**src/logic/ttc_consts.svh**
```systemverilog
// Register offsets, field positions and reset values of the second timer
`ifndef TTC_CONSTS_SVH
`define TTC_CONSTS_SVH
`define TTC_ADDR_CONTROL 8'hC8
`define TTC_ADDR_RELOAD_LO 8'hCA
`define TTC_ADDR_RELOAD_HI 8'hCB
`define TTC_ADDR_COUNT_LO 8'hCC
`define TTC_ADDR_COUNT_HI 8'hCD
`define TTC_ADDR_MODE 8'hC9
`define TTC_ADDR_IRQ_STATUS 8'hE0
`define TTC_ADDR_IRQ_MASK 8'hE1
`define TTC_BIT_OVF 7
`define TTC_BIT_EXF 6
`define TTC_BIT_RCLK 5
`define TTC_BIT_TX_CLOCK_SELECT 4
`define TTC_BIT_EXEN 3
`define TTC_BIT_RUN 2
`define TTC_BIT_CT 1
`define TTC_BIT_CPRL 0
`define TTC_BIT_UP_DOWN_COUNT_ENABLE 0
`define TTC_CONTROL_RESET 8'h00
`define TTC_MASK_RESET 8'h00
`define TTC_COUNT_MAX 16'hFFFF
`endif

```
**src/logic/ttc_pkg.sv**
```systemverilog
// Types shared by the second timer control logic
package ttc_pkg;
	typedef enum logic [1:0] {TTC_IDLE, TTC_RUN} ttc_state_t;
endpackage : ttc_pkg

```
**src/logic/ttc_counter.sv**
```systemverilog
// Sixteen bit counter with reload, direct load and overflow pulse
`timescale 1ns/1ps
`default_nettype none
`include "ttc_consts.svh"
module ttc_counter
	import ttc_pkg::*;
(
	input wire logic clk_i,
	input wire logic rst_n_i,
	input wire logic tick_i,
	input wire logic reload_i,
	input wire logic load_i,
	input wire logic [15:0] load_val_i,
	input wire logic [15:0] reload_val_i,
	output logic [15:0] count_o,
	output logic ovf_o
);
	typedef struct packed {
		logic [15:0] count;
		logic ovf;
	} ttc_cnt_st_t;
	ttc_cnt_st_t st, next_st;
	always_comb begin
		next_st = st;
		next_st.ovf = 1'b0;
		if (tick_i) begin
			if (st.count == `TTC_COUNT_MAX) begin
				next_st.ovf = 1'b1;
				next_st.count = reload_val_i;
			end else begin
				next_st.count = st.count + 16'h0001;
			end
		end
		if (reload_i) begin
			next_st.count = reload_val_i;
		end
		if (load_i) begin
			next_st.count = load_val_i;
		end
	end
	always_ff @(posedge clk_i or negedge rst_n_i) begin
		if (!rst_n_i) begin
			st <= '0;
		end else begin
			st <= next_st;
		end
	end
	assign count_o = st.count;
	assign ovf_o = st.ovf;
endmodule : ttc_counter
`default_nettype wire

```
**src/logic/ttc_edge.sv**
```systemverilog
// Pin synchroniser with falling edge detector
`timescale 1ns/1ps
`default_nettype none
module ttc_edge
	import ttc_pkg::*;
(
	input wire logic clk_i,
	input wire logic rst_n_i,
	input wire logic pin_i,
	output logic fall_o
);
	typedef struct packed {
		logic s1;
		logic s2;
		logic s3;
		logic fall;
	} ttc_edge_st_t;
	ttc_edge_st_t st, next_st;
	always_comb begin
		next_st = st;
		next_st.s1 = pin_i;
		next_st.s2 = st.s1;
		next_st.s3 = st.s2;
		next_st.fall = st.s3 & ~st.s2;
	end
	always_ff @(posedge clk_i or negedge rst_n_i) begin
		if (!rst_n_i) begin
			st <= '{s1: 1'b1, s2: 1'b1, s3: 1'b1, fall: 1'b0};
		end else begin
			st <= next_st;
		end
	end
	assign fall_o = st.fall;
endmodule : ttc_edge
`default_nettype wire

```
**src/logic/ttc_top.sv**
```systemverilog
// Control, status and baud selection of the second general-purpose timer
//
// The implementer's own choice: strobed register access.
`timescale 1ns/1ps
`default_nettype none
`include "ttc_consts.svh"
// Functional notes
// - Overflow flag set on overflow only when both serial clock selects are zero.
// - Enabled trigger falling edge causing capture or reload sets external event flag.
// - External flag raises interrupt unless up/down counting is enabled; only TIMER_IRQ_O is muted, IRQ_O still fires on the event.
// - Receive and transmit selects pick this or other timer overflow as baud.
// - Enabled trigger edge captures or reloads when not baud clock; else ignored.
// - Run control starts and stops counting.
// - Select bit picks internal clock or external count pin falling edges.
// - Capture/reload select chooses mode; serial clock selects force auto-reload.
module ttc_top
	import ttc_pkg::*;
(
	input wire logic CORE_CLK_I,
	input wire logic RESETN_I,
	input wire logic [7:0] ADDR_I,
	input wire logic [7:0] WDATA_I,
	input wire logic WR_I,
	input wire logic RD_I,
	output logic [7:0] RDATA_O,

	input wire logic COUNT_INPUT_PIN_I,
	input wire logic EXTERNAL_TRIGGER_PIN_I,

	input wire logic OTHER_TIMER_OVF_I,

	output logic RX_BAUD_TICK_O,
	output logic TX_BAUD_TICK_O,
	output logic TIMER_IRQ_O,
	output logic IRQ_O
);
	typedef struct packed {
		logic [7:0] ctrl;
		logic up_down_count_enable;
		logic [15:0] rcap;
		logic [1:0] irq_stat;
		logic [1:0] irq_mask;
		logic [7:0] rdata;
		logic rx_tick;
		logic tx_tick;
		logic timer_irq;
		logic irq;
		ttc_state_t state;
	} ttc_st_t;

	ttc_st_t st, next_st;
	logic [1:0] rst_sync;
	logic rst_n;
	logic count_fall;
	logic trig_fall;
	logic [15:0] count;
	logic ovf;
	logic tick;
	logic baud_mode;
	logic trig_act;
	logic do_capture;
	logic do_reload;
	logic cnt_load;
	logic [15:0] cnt_load_val;

	logic wr_ctrl;
	logic wr_mode;
	logic wr_rlo;
	logic wr_rhi;
	logic wr_clo;
	logic wr_chi;
	logic wr_stat;
	logic wr_mask;

	logic ovf_event;
	logic ext_event;

	function automatic logic hit(input logic [7:0] a, input logic [7:0] off);
		hit = (a == off);
	endfunction : hit

	// Sticky status bit: a hardware set wins over a write-one clear
	function automatic logic sticky(input logic cur, input logic set, input logic clr);
		sticky = set | (cur & ~clr);
	endfunction : sticky

	// Baud tick source: own overflow when selected, else the other timer
	function automatic logic baud_pick(input logic sel, input logic own, input logic other);
		baud_pick = sel ? own : other;
	endfunction : baud_pick

	// External flag is silent while up/down counting is enabled
	function automatic logic timer_irq_level(input logic [7:0] c, input logic up_down);
		timer_irq_level = c[`TTC_BIT_OVF] | (c[`TTC_BIT_EXF] & ~up_down);
	endfunction : timer_irq_level

	// One level line for all unmasked sticky events
	function automatic logic irq_level(input logic [1:0] stat, input logic [1:0] msk);
		irq_level = |(stat & msk);
	endfunction : irq_level

	// Control byte: software writes, hardware flag sets on top
	function automatic logic [7:0] control_next(
		input logic [7:0] cur,
		input logic wr,
		input logic [7:0] data,
		input logic ovf_set,
		input logic ext_set
	);
		logic [7:0] v;
		v = wr ? data : cur;
		if (ovf_set) begin
			v[`TTC_BIT_OVF] = 1'b1;
		end
		if (ext_set) begin
			v[`TTC_BIT_EXF] = 1'b1;
		end
		control_next = v;
	endfunction : control_next

	// Reload pair: byte writes, whole-word capture on top
	function automatic logic [15:0] reload_next(
		input logic [15:0] cur,
		input logic wr_lo,
		input logic wr_hi,
		input logic [7:0] data,
		input logic cap,
		input logic [15:0] c
	);
		logic [15:0] v;
		v = cur;
		if (wr_lo) begin
			v[7:0] = data;
		end
		if (wr_hi) begin
			v[15:8] = data;
		end
		if (cap) begin
			v = c;
		end
		reload_next = v;
	endfunction : reload_next

	function automatic logic [7:0] read_mux(
		input logic [7:0] a,
		input ttc_st_t s,
		input logic [15:0] c
	);
		logic [7:0] v;
		v = 8'h00;
		case (a)
			`TTC_ADDR_CONTROL: begin
				v = s.ctrl;
			end
			`TTC_ADDR_MODE: begin
				v = {7'h00, s.up_down_count_enable};
			end
			`TTC_ADDR_RELOAD_LO: begin
				v = s.rcap[7:0];
			end
			`TTC_ADDR_RELOAD_HI: begin
				v = s.rcap[15:8];
			end
			`TTC_ADDR_COUNT_LO: begin
				v = c[7:0];
			end
			`TTC_ADDR_COUNT_HI: begin
				v = c[15:8];
			end
			`TTC_ADDR_IRQ_STATUS: begin
				v = {6'h00, s.irq_stat};
			end
			`TTC_ADDR_IRQ_MASK: begin
				v = {6'h00, s.irq_mask};
			end
			default: begin
				v = 8'h00;
			end
		endcase
		read_mux = v;
	endfunction : read_mux

	// Reset release through two flops
	always_ff @(posedge CORE_CLK_I or negedge RESETN_I) begin
		if (!RESETN_I) begin
			rst_sync <= 2'h0;
		end else begin
			rst_sync[0] <= 1'b1;
			rst_sync[1] <= rst_sync[0];
		end
	end
	assign rst_n = rst_sync[1];

	// Edge detectors on both external pins
	ttc_edge u_count_edge (
		.clk_i(CORE_CLK_I),
		.rst_n_i(rst_n),
		.pin_i(COUNT_INPUT_PIN_I),
		.fall_o(count_fall)
	);

	ttc_edge u_trig_edge (
		.clk_i(CORE_CLK_I),
		.rst_n_i(rst_n),
		.pin_i(EXTERNAL_TRIGGER_PIN_I),
		.fall_o(trig_fall)
	);

	always_comb begin
		baud_mode = st.ctrl[`TTC_BIT_RCLK] | st.ctrl[`TTC_BIT_TX_CLOCK_SELECT];
		tick = st.ctrl[`TTC_BIT_RUN] &
			(st.ctrl[`TTC_BIT_CT] ? count_fall : 1'b1);
		trig_act = st.ctrl[`TTC_BIT_EXEN] & trig_fall & ~baud_mode;
		do_capture = trig_act & st.ctrl[`TTC_BIT_CPRL];
		do_reload = trig_act & ~st.ctrl[`TTC_BIT_CPRL];
		cnt_load = wr_clo | wr_chi;
		cnt_load_val = count;
		if (wr_clo) begin
			cnt_load_val = {count[15:8], WDATA_I};
		end
		if (wr_chi) begin
			cnt_load_val = {WDATA_I, count[7:0]};
		end
	end

	// Flag events: overflow only outside baud use, trigger only when acted on
	always_comb begin
		ovf_event = ovf & ~baud_mode;
		ext_event = trig_act;
	end

	// Register write decode
	always_comb begin
		wr_ctrl = WR_I & hit(ADDR_I, `TTC_ADDR_CONTROL);
		wr_mode = WR_I & hit(ADDR_I, `TTC_ADDR_MODE);
		wr_rlo = WR_I & hit(ADDR_I, `TTC_ADDR_RELOAD_LO);
		wr_rhi = WR_I & hit(ADDR_I, `TTC_ADDR_RELOAD_HI);
		wr_clo = WR_I & hit(ADDR_I, `TTC_ADDR_COUNT_LO);
		wr_chi = WR_I & hit(ADDR_I, `TTC_ADDR_COUNT_HI);
		wr_stat = WR_I & hit(ADDR_I, `TTC_ADDR_IRQ_STATUS);
		wr_mask = WR_I & hit(ADDR_I, `TTC_ADDR_IRQ_MASK);
	end

	// Sixteen bit count with reload from the register pair
	ttc_counter u_counter (
		.clk_i(CORE_CLK_I),
		.rst_n_i(rst_n),
		.tick_i(tick),
		.reload_i(do_reload),
		.load_i(cnt_load),
		.load_val_i(cnt_load_val),
		.reload_val_i(st.rcap),
		.count_o(count),
		.ovf_o(ovf)
	);

	always_comb begin
		next_st = st;
		next_st.state = st.ctrl[`TTC_BIT_RUN] ? TTC_RUN : TTC_IDLE;
		next_st.ctrl = control_next(st.ctrl, wr_ctrl, WDATA_I, ovf_event, ext_event);
		if (wr_mode) begin
			next_st.up_down_count_enable = WDATA_I[`TTC_BIT_UP_DOWN_COUNT_ENABLE];
		end
		next_st.rcap = reload_next(st.rcap, wr_rlo, wr_rhi, WDATA_I, do_capture, count);
		if (wr_mask) begin
			next_st.irq_mask = WDATA_I[1:0];
		end

		next_st.irq_stat[0] = sticky(st.irq_stat[0], ovf_event, wr_stat & WDATA_I[0]);
		next_st.irq_stat[1] = sticky(st.irq_stat[1], ext_event, wr_stat & WDATA_I[1]);
		next_st.rdata = RD_I ? read_mux(ADDR_I, st, count) : 8'h00;

		next_st.rx_tick = baud_pick(st.ctrl[`TTC_BIT_RCLK], ovf, OTHER_TIMER_OVF_I);
		next_st.tx_tick = baud_pick(st.ctrl[`TTC_BIT_TX_CLOCK_SELECT], ovf, OTHER_TIMER_OVF_I);
		next_st.timer_irq = timer_irq_level(next_st.ctrl, next_st.up_down_count_enable);
		next_st.irq = irq_level(next_st.irq_stat, next_st.irq_mask);
	end

	always_ff @(posedge CORE_CLK_I or negedge rst_n) begin
		if (!rst_n) begin
			st <= '{
				ctrl: `TTC_CONTROL_RESET,
				up_down_count_enable: 1'b0,
				rcap: 16'h0000,
				irq_stat: 2'h0,
				irq_mask: 2'h0,
				rdata: 8'h00,
				rx_tick: 1'b0,
				tx_tick: 1'b0,
				timer_irq: 1'b0,
				irq: 1'b0,
				state: TTC_IDLE
			};
		end else begin
			st <= next_st;
		end
	end

	// Outputs straight from the state flops
	assign RDATA_O = st.rdata;
	assign RX_BAUD_TICK_O = st.rx_tick;
	assign TX_BAUD_TICK_O = st.tx_tick;
	assign TIMER_IRQ_O = st.timer_irq;
	assign IRQ_O = st.irq;
endmodule : ttc_top
`default_nettype wire

```
**config.mk**
```make
export PLATFORM = sky130hd
export DESIGN_NAME = ttc_top
export DESIGN_NICKNAME = d
export VERILOG_FILES = /design/src/logic/ttc_pkg.sv /design/src/logic/ttc_counter.sv /design/src/logic/ttc_edge.sv /design/src/logic/ttc_top.sv
export VERILOG_INCLUDE_DIRS = /design/src /design/src/logic
export SDC_FILE = /design/constraint.sdc
export NUM_CORES = 1
export LEC_CHECK = 0
export BUFFER_PORTS_ARGS = -buffer_cell sky130_fd_sc_hd__buf_2
export CELL_PAD_IN_SITES_DETAIL_PLACEMENT = 1
export CELL_PAD_IN_SITES_GLOBAL_PLACEMENT = 1
export CORE_ASPECT_RATIO = 1.5
export CORE_MARGIN = 2
export CORE_UTILIZATION = 51
export CTS_CLUSTER_SIZE = 16
export DETAILED_ROUTE_END_ITERATION = 8
export GPL_ROUTABILITY_DRIVEN = 0
export GPL_TIMING_DRIVEN = 0
export PLACE_DENSITY = 0.85
export SYNTH_ARGS = -nofsm -noshare
export SYNTH_HDL_FRONTEND = slang
export SYNTH_HIERARCHICAL = 1
export SYNTH_SLANG_ARGS = --single-unit
```
**constraint.sdc**
```tcl
create_clock -name CORE_CLK_I -period 4.9 [get_ports CORE_CLK_I]
set_input_delay 0.98 -clock CORE_CLK_I [delete_from_list [all_inputs] [get_ports CORE_CLK_I]]
set_output_delay 0.98 -clock CORE_CLK_I [all_outputs]
set_load 0.005 [all_outputs]
```
==> results of run 1 <==
state kept, by name, indices dropped and copies added, names as in the netlist, 2 cells and up:
register and flops:
u_counter/count_o 16, u_trig_edge/next_st 2, RDATA_O 8, rst_sync 2
u_count_edge/next_st 2, st 29
metal layers:
| layer | GRT usage | vias to the layer above |
|---|---|---|
| li1 | - | 1581 |
| met5 | 0 | - |
| met3 | 0.06220 | 68 |
| met1 | 0.3794 | 1840 |
| met4 | 0.2388 | 0 |
| met2 | 0.5865 | 192 |
power breakdown:
| group | total, mW | leakage [nW] | switching, mW | internal, mW |
|---|---|---|---|---|
| combinational | 0.416 | 0.975 | 0.219 | 0.197 |
| sequential | 0.840 | 0.771 | 0.203 | 0.637 |
| clock | 0.658 | 0.136 | 0.261 | 0.396 |
per-stage QoR:
step | total power, mW | worst slack, ns | utilization | cells | hold WS [ns]
floorplan | 1.069 | 2.300 | - | 404 | 0.3312
global placement | 1.209 | 1.771 | 0.5661 | 537 | 0.3377
CTS | 1.899 | 2.007 | 0.6051 | 553 | 0.3560
detailed placement | 1.234 | 1.697 | 0.5666 | 537 | 0.3388
global route | 1.986 | 1.763 | 0.6051 | 553 | 0.3597
finish | 1.913 | 1.885 | 0.6051 | 553 | 0.3548
worst max path at each step:
| stage | cells after the start | slack, ns | end |
|---|---|---|---|
| floorplan | 8 | 2.30 | u_counter/count_o[10] |
| global placement | 9 | 1.77 | u_counter/count_o[3] |
| detailed placement | 9 | 1.70 | u_counter/count_o[9] |
| CTS | 9 | 2.01 | u_counter/count_o[3] |
| global route | 9 | 1.76 | u_counter/count_o[9] |
| finish | 9 | 1.89 | u_counter/count_o[11] |
synthesized netlist by cell type (3+ instances only):
master    number  area share
o22ai_1        4      0.0062
a22oi_1        9       0.017
clkbuf_1      11       0.010
mux2_1        20       0.056
nor3_1         8      0.0099
dfstp_2        6       0.039
inv_1         11       0.010
nand2b_1       4      0.0062
mux2i_1       20       0.049
nand3_1       11       0.014
nand3b_1       3      0.0056
a221oi_1       3      0.0065
dfrtp_1       62        0.38
a31oi_1        3      0.0046
o21ai_0        8      0.0099
o31ai_1        3      0.0056
a21oi_1       37       0.046
nand4_2        3      0.0093
xnor2_1        3      0.0065
buf_4          9       0.017
nand2_1       27       0.025
buf_2          3      0.0037
nor2_1        41       0.038
and3_1         5      0.0077
xor2_1         4      0.0086
a22o_1         9       0.019
nand4_1        6      0.0093
mux2_2        17       0.047
kinds of logic after synthesis:
group                      Yosys count
and+or+nand+nor                    137
AOI/OAI and AO/OA                   98
DFF                                 68
muxes                               57
buffers and inverters               35
xor gates and xnor gates             7
adders and majority gates            1
other                                1
final cells by class:
class,instances,share of cell area
multi-input cells,301,0.4694
flip-flops and latches,68,0.3695
clock buffers,11,0.05020
repair buffers,31,0.03347
plain buffers,24,0.02753
well taps,102,0.02753
clock inverters,5,0.01350
inverters,11,0.008907
worst max-delay path: stages:
cell and delay, ns:
buf_2 0.14, and3b_1 0.25, clkbuf_1 0.27, and3_1 0.26, clkbuf_1 0.46, buf_1 0.50
nand2_1 0.11, nand4_1 0.13, o21ai_0 0.10
==> results.ini, run 1 <==
[worst_setup_path]
r2r-end=u_counter/count_o[5]
crit_fanout=10
r2r_start=st[37]
critPathRequiredTime_ns=5.11
ff2ff_setup_slack_ns=2.07
crit_type=input pin to flip-flop
start_kind=input pin
arrival_ns=3.22
rr_worst_depth=6
end_kind=flip-flop
timing.critical_path.from=ADDR_I[5]

[sta]
fin_crit_sh=0.6153
finClkSkew_ns=0.005169
rsz0062_at_grt=false
tightest_slew_ns=1.035
hold_violations=0
slew_viol_final=0
setup_tns_ns=0
min_period_ns=3.015
setup_violations=0
max_slew_margin=0.3041
max_freq_mhz=331.7

[logic_synthesis]
synthSimpleGateAreaFrac=0.1981
synth_edf_count=0
synth_cell_types=69
synthAdderAreaFrac=0.003086
synth-xor-area-share=0.01512
syn_nets=428
synthesis.instances=404
yosysWarningCount=6
synth_top_family_by_area=simple AND/OR/NAND/NOR gates
syn_area_mm2=0.004054
async_reset_ff_frac=1.000
avgSynthCellArea_um2=10.03
ys.flop_type=dfrtp_1
ys_seq_elements=68
synth_seq_area_share=0.4216
synthMuxAreaShare=0.1522
synth_compound_area_frac=0.1673

[routing]
routed_wl_mm=14.13
routedWlPerCell_um=25.55
wl_met1_mm=5.304
highest_layer=met4
first_pass_iters=5
drtIter0Drc=363
wl_met3_um=826
viasPerCell=6.656
drc=0
met2_length_mm=7.132
vias=3681
ant_nets=0

[place]
hpwl_mm=9.680
dpl_cell_area_mm2=0.004340
port_buffers=31

[global_route]
track_usage=0.3413
grt_pass1_vias=3941
grt_max_degree=67
grt_first_pass_wirelength_mm=22.33
antenna_found_initial=0
gr-total-overflow=0

[clock_network]
numClockSinks=68
cts_setup_buffers=0
cts-buffers-inserted=9
ctsResizeCount=0
cts_tree=yes
path_clk_slew_ns=0.06
cts_buffer_depth=2
clk_latency_ns=0.34
cts_max_level=3
clock-root-buffer=clkbuf_16
hold_buffers=0

[min_path]
min_to=u_count_edge/next_st[1]
whs_path_depth=0
hp-start=u_count_edge/next_st[2]
hp-class=flip-flop to flip-flop

[power]
vdd_drop_max_mv=0.2435
power.leakage_nw=1.882
p_per_area_mw_per_mm2=412.7

[final_layout]
drive_above_1_share=0.2284
multi_input_area_mm2=0.002176
final_common_cell=dfrtp_1
fillers=877
layout.area.seq_mm2=0.001713
antenna_cells=0
area_growth_pct=14.35
final_cell_mix=61 x dfrtp_1, 41 x nor2_1, 37 x a21oi_1, 34 x buf_2, 27 x nand2_1
nNetsFinal=470
final_cell_area_mm2=0.004636

[run]
maxCapViolCount=0

[floorplan]
core.rowCount=39
core_mm2=0.007661
dieArea_mm2=0.008693
start_util=0.5292
die_x_um=76.80
io_pins=35
fp.dieH_um=113.2

[outcome]
status=finished clean

Note: power is estimated with default switching activity, not from simulation.
==> run 2: changes to the inputs <==
--- a/config.mk
+++ b/config.mk
@@ -11,12 +11,12 @@
 export CELL_PAD_IN_SITES_GLOBAL_PLACEMENT = 1
 export CORE_ASPECT_RATIO = 1.5
 export CORE_MARGIN = 2
-export CORE_UTILIZATION = 51
+export CORE_UTILIZATION = 43
 export CTS_CLUSTER_SIZE = 16
 export DETAILED_ROUTE_END_ITERATION = 8
 export GPL_ROUTABILITY_DRIVEN = 0
 export GPL_TIMING_DRIVEN = 0
-export PLACE_DENSITY = 0.85
+export PLACE_DENSITY = 0.76
 export SYNTH_ARGS = -nofsm -noshare
 export SYNTH_HDL_FRONTEND = slang
 export SYNTH_HIERARCHICAL = 1
==> constraint.sdc (replaced) <==
create_clock -name CORE_CLK_I -period 2.64 [get_ports CORE_CLK_I]
set_input_delay 0.528 -clock CORE_CLK_I [delete_from_list [all_inputs] [get_ports CORE_CLK_I]]
set_output_delay 0.528 -clock CORE_CLK_I [all_outputs]
set_load 0.005 [all_outputs]
==> results.ini, run 2 (synthesis results as in run 1) <==
[worst_setup_path]
max_stage_delay_ns=0.56
path_delay_family=compound AO/OA/AOI/OAI gates
crit_type=flip-flop to flip-flop
crit_buf_inv=1
crit_top_cell=nor2_1
crit_fanout=10
rr_worst_depth=6
end_kind=flip-flop
slowest_stage=a21boi_1
critPathRequiredTime_ns=2.86
ff2ff_setup_slack_ns=0.19
start_kind=flip-flop
r2r-end=u_counter/count_o[15]
r2r_start=st[37]
path_cells=a21boi_1 -> clkbuf_1 -> nor2_1 -> nor2_1 -> a21boi_0 -> o22ai_1
arrival_ns=2.67

[min_path]
min_to=u_trig_edge/next_st[2]
hp-start=EXTERNAL_TRIGGER_PIN_I
whs_path_depth=1
hp-class=input pin to flip-flop

[power]
power.switching_mw=1.265
pwr-share-comb=0.213
seqPwrFrac=0.438
swShare=0.3562
clockPowerShare=0.349
vdd_drop_max_mv=0.3593
p_per_area_mw_per_mm2=760.8
power.leakage_nw=1.894
internal-power_mw=2.286

[final_layout]
antenna_cells=0
nNetsFinal=471
final_cell_mix=61 x dfrtp_1, 40 x nor2_1, 37 x a21oi_1, 34 x buf_2, 27 x nand2_1
max_flop_register=st
final_common_cell=dfrtp_1
drive_above_1_share=0.2323
largest_reg_flops=29
fillers=1050
area_growth_pct=15.12
final_core_util=0.5073
final_cell_area_mm2=0.004667

[global_route]
use_met1=0.3149
gr-max-usage-layer=met2
gr-total-overflow=0
grt_pass1_vias=3962
grt_first_pass_wirelength_mm=22.08
antenna_found_initial=0
met2_usage=0.5030
grt_max_degree=67
met3_usage=0.05741
track_usage=0.2877

[outcome]
status=finished clean

[sta]
max_slew_margin=0.3946
finClkSkew_ns=0.004991
slew_viol_final=0
setup_violations=0
min_period_ns=2.448
fin_crit_sh=0.9273
max_freq_mhz=408.5
tightest_slew_ns=0.9081
rsz0062_at_grt=false
hold_violations=0

[clock_network]
numClockSinks=68
cts_max_level=3
cts_buffer_depth=2
cts-buffers-inserted=9
cts_setup_buffers=0
path_clk_slew_ns=0.06
cts_tree=yes
clock-root-buffer=clkbuf_16
clk_latency_ns=0.35

[routing]
drc=0
viasPerCell=6.443
vias=3634
ant_nets=0
first_pass_iters=5
drtIter0Drc=236
routed_wl_mm=14.03
routedWlPerCell_um=24.88

[floorplan]
start_util=0.4406
fp.dieH_um=122.9
core.rowCount=43
die_x_um=83.28
io_pins=35
core_mm2=0.009200
dieArea_mm2=0.01024

[place]
port_buffers=31
dpl_cell_area_mm2=0.004353
hpwl_mm=10.05

[run]
maxCapViolCount=0

run 2: cell count changes in the layout (fill, tap and decap cells not counted):
cell and change:
nor2_2 +1, clkinvlp_4 -1, a21boi_0 -1, a21boi_1 +1
clkinv_4 +1, nor2_1 -1, dlygate4sd3_1 +1, clkbuf_1 -1
inv_6 +1
run 2: through the flow:
stage | instances | worst slack [ns] | TNS [ns] | total power, mW | hold WS, ns
floorplan | 404 | 0.4921 | 0 | 1.984 | 0.2324
global placement | 547 | -0.2500 | -15.20 | 2.236 | 0.3135
detailed placement | 547 | -0.1263 | -0.6174 | 2.292 | 0.3165
CTS | 564 | 0.03655 | 0 | 3.544 | 0.2789
global route | 564 | 0.01148 | 0 | 3.715 | 0.2720
finish | 564 | 0.1918 | 0 | 3.551 | 0.2807
run 2: final cells by class:
| cell class | count | area [um2] | area share |
|---|---|---|---|
| clock buffers | 10 | 229.0 | 0.04906 |
| clock inverters | 6 | 72.57 | 0.01555 |
| inverters | 11 | 41.29 | 0.008847 |
| multi-input cells | 301 | 2178 | 0.4668 |
| flip-flops and latches | 68 | 1713 | 0.3670 |
| repair buffers | 32 | 165.2 | 0.03539 |
| plain buffers | 24 | 127.6 | 0.02735 |
| well taps | 112 | 140.1 | 0.03003 |
run 2: worst max-delay path by stage:
| stage | start | to | slack (ns) | depth (start not counted) |
|---|---|---|---|---|
| after floorplan | ADDR_I[2] | u_counter/count_o[10] | 0.49 | 8 |
| after global placement | rst_sync[1] | RDATA_O[6] | -0.25 | 0 |
| after detailed placement | ADDR_I[5] | u_counter/count_o[3] | -0.13 | 9 |
| after CTS | st[37] | u_counter/count_o[5] | 0.04 | 6 |
| after global routing | st[37] | u_counter/count_o[5] | 0.01 | 6 |
| final | st[37] | u_counter/count_o[15] | 0.19 | 6 |
run 2: power groups by stage:
stage	clock (mW)	sequential, mW	combinational (mW)
after floorplan	0	1.41	0.575
after global placement	0	1.54	0.692
after detailed placement	0	1.56	0.733
after CTS	1.25	1.54	0.746
after global routing	1.31	1.58	0.833
final	1.24	1.56	0.755
run 2: worst register-to-register path, stage by stage (launching register included):
cell,delay (ns)
dfrtp_1,0.42
a21boi_1,0.56
clkbuf_1,0.46
nor2_1,0.27
nor2_1,0.29
a21boi_0,0.22
o22ai_1,0.10
run 2: routing by layer:
metal / wire, um / share of wire / up-vias
met5: 0 / 0 / -
met4: 894 / 0.064 / 0
met3: 668 / 0.048 / 61
met2: 7326 / 0.52 / 151
met1: 5142 / 0.37 / 1839
li1: - / - / 1583
run 2: repair_timing:
item	4_1_cts	5_1_grt
setup endpoints to repair	0	9
endpoints found under the hold margin	2	0
resized for setup	0	2
hold buffers	1	0
==> run 3: changes to the inputs <==
--- a/config.mk
+++ b/config.mk
@@ -11,12 +11,13 @@
 export CELL_PAD_IN_SITES_GLOBAL_PLACEMENT = 1
 export CORE_ASPECT_RATIO = 1.5
 export CORE_MARGIN = 2
-export CORE_UTILIZATION = 43
+export CORE_UTILIZATION = 44
+export CTS_BUF_LIST = sky130_fd_sc_hd__clkbuf_8
 export CTS_CLUSTER_SIZE = 16
 export DETAILED_ROUTE_END_ITERATION = 8
 export GPL_ROUTABILITY_DRIVEN = 0
 export GPL_TIMING_DRIVEN = 0
-export PLACE_DENSITY = 0.76
+export PLACE_DENSITY = 0.77
 export SYNTH_ARGS = -nofsm -noshare
 export SYNTH_HDL_FRONTEND = slang
 export SYNTH_HIERARCHICAL = 1
==> results.ini, run 3 (synthesis results as in run 1) <==
[final_layout]
max_flop_register=st
fillers=1028
antenna_cells=0
stdcell_count=562
largest_reg_flops=29
final_cell_area_mm2=0.004529
final_cell_mix=61 x dfrtp_1, 41 x nor2_1, 37 x a21oi_1, 34 x buf_2, 27 x nand2_1
nNetsFinal=471
final_common_cell=dfrtp_1
area_growth_pct=11.73
drive_above_1_share=0.2279

[global_route]
track_usage=0.2906
gr-total-overflow=0
antenna_found_initial=0
grt_first_pass_wirelength_mm=21.02
grt_max_degree=67
grt_pass1_vias=3806

[worst_setup_path]
start_kind=flip-flop
crit_type=flip-flop to flip-flop
r2r_start=st[40]
r2r-end=u_counter/count_o[12]
rr_worst_depth=5
end_kind=flip-flop
ff2ff_setup_slack_ns=0.15
arrival_ns=2.72
crit_fanout=10
critPathRequiredTime_ns=2.87

[sta]
max_slew_margin=0.4163
rsz0062_at_grt=false
max_freq_mhz=401.6
fin_crit_sh=0.9432
hold_violations=0
setup_violations=0
min_period_ns=2.490
tightest_slew_ns=0.8756
finClkSkew_ns=0.007484
setup_tns_ns=0
setup_ws_ns=0.1501
slew_viol_final=0

[clock_network]
cts_setup_buffers=0
numClockSinks=68
clock-root-buffer=clkbuf_8
clk_latency_ns=0.36
cts_buffer_depth=2
path_clk_slew_ns=0.08
cts_tree=yes
cts-buffers-inserted=9
cts_max_level=3

[min_path]
min_to=u_trig_edge/next_st[2]
whs_path_depth=1
hp-start=EXTERNAL_TRIGGER_PIN_I
hp-class=input pin to flip-flop

[floorplan]
core_mm2=0.008881
io_pins=35
fp.dieH_um=121.6
start_util=0.4565
dieArea_mm2=0.01001
core.rowCount=42
die_x_um=82.37

[outcome]
status=finished clean

[power]
p_per_area_mw_per_mm2=681.0
power.leakage_nw=1.840
vdd_drop_max_mv=0.3795
total_power_mw=3.085

[routing]
routedWlPerCell_um=24.20
vias=3596
routed_wl_mm=13.60
viasPerCell=6.399
drc=0
first_pass_iters=4
ant_nets=0
drtIter0Drc=288

[place]
hpwl_mm=9.973
port_buffers=31
dpl_cell_area_mm2=0.004350
placed_cells=545
pre_cts_ws_ns=-0.09972

[run]
maxCapViolCount=0

==> run 3: worst max-delay path: stages (launching register included) <==
cell	delay, ns
dfrtp_1	0.49
nand4bb_1	0.28
nor2_1	0.52
clkbuf_1	0.50
nor2_1	0.21
a221o_1	0.38
==> run 3: how the worst max path moves through the flow <==
| stage | slack (ns) | endpoint | from |
|---|---|---|---|
| after detailed placement | -0.1 | u_counter/count_o[3] | ADDR_I[5] |
| final | 0.15 | u_counter/count_o[12] | st[40] |
| after CTS | 0.02 | u_counter/count_o[15] | st[37] |
| after global placement | -0.24 | RDATA_O[7] | rst_sync[1] |
| after floorplan | 0.49 | u_counter/count_o[10] | ADDR_I[2] |
| after global routing | 0.01 | u_counter/count_o[15] | st[37] |
==> run 3: stage by stage <==
stage,utilization,hold slack (ns)
after floorplan,-,0.2324
after global placement,0.4894,0.3135
after detailed placement,0.4899,0.3139
after CTS,0.5100,0.2484
after global routing,0.5100,0.2444
final,0.5100,0.2590
==> run 3: repair_timing <==
item | 4_1_cts | 5_1_grt
setup endpoints to repair | 0 | 7
gates resized for setup | 0 | 1
endpoints found under the hold margin | 2 | 0
hold buffers | 1 | 0
==> run 3: final cells by class <==
class                   count  area (um2)  area share
plain buffers              24       127.6     0.02818
repair buffers             32       165.2     0.03646
clock inverters             7       45.04    0.009945
clock buffers               9       123.9     0.02735
inverters                  11       41.29    0.009116
multi-input cells         301        2176      0.4804
well taps                 110       137.6     0.03039
flip-flops and latches     68        1713      0.3782
==> run 3: report_power, final <==
| group | switching [mW] | internal (mW) |
|---|---|---|
| logic | 0.384 | 0.364 |
| registers | 0.379 | 1.18 |
| clock network | 0.440 | 0.337 |
==> run 3: metal layers <==
layer | routed length [um] | global-route usage
met5 | 0 | 0
met4 | 940 | 0.2000
met2 | 6956 | 0.4864
met3 | 651 | 0.04593
met1 | 5052 | 0.3296
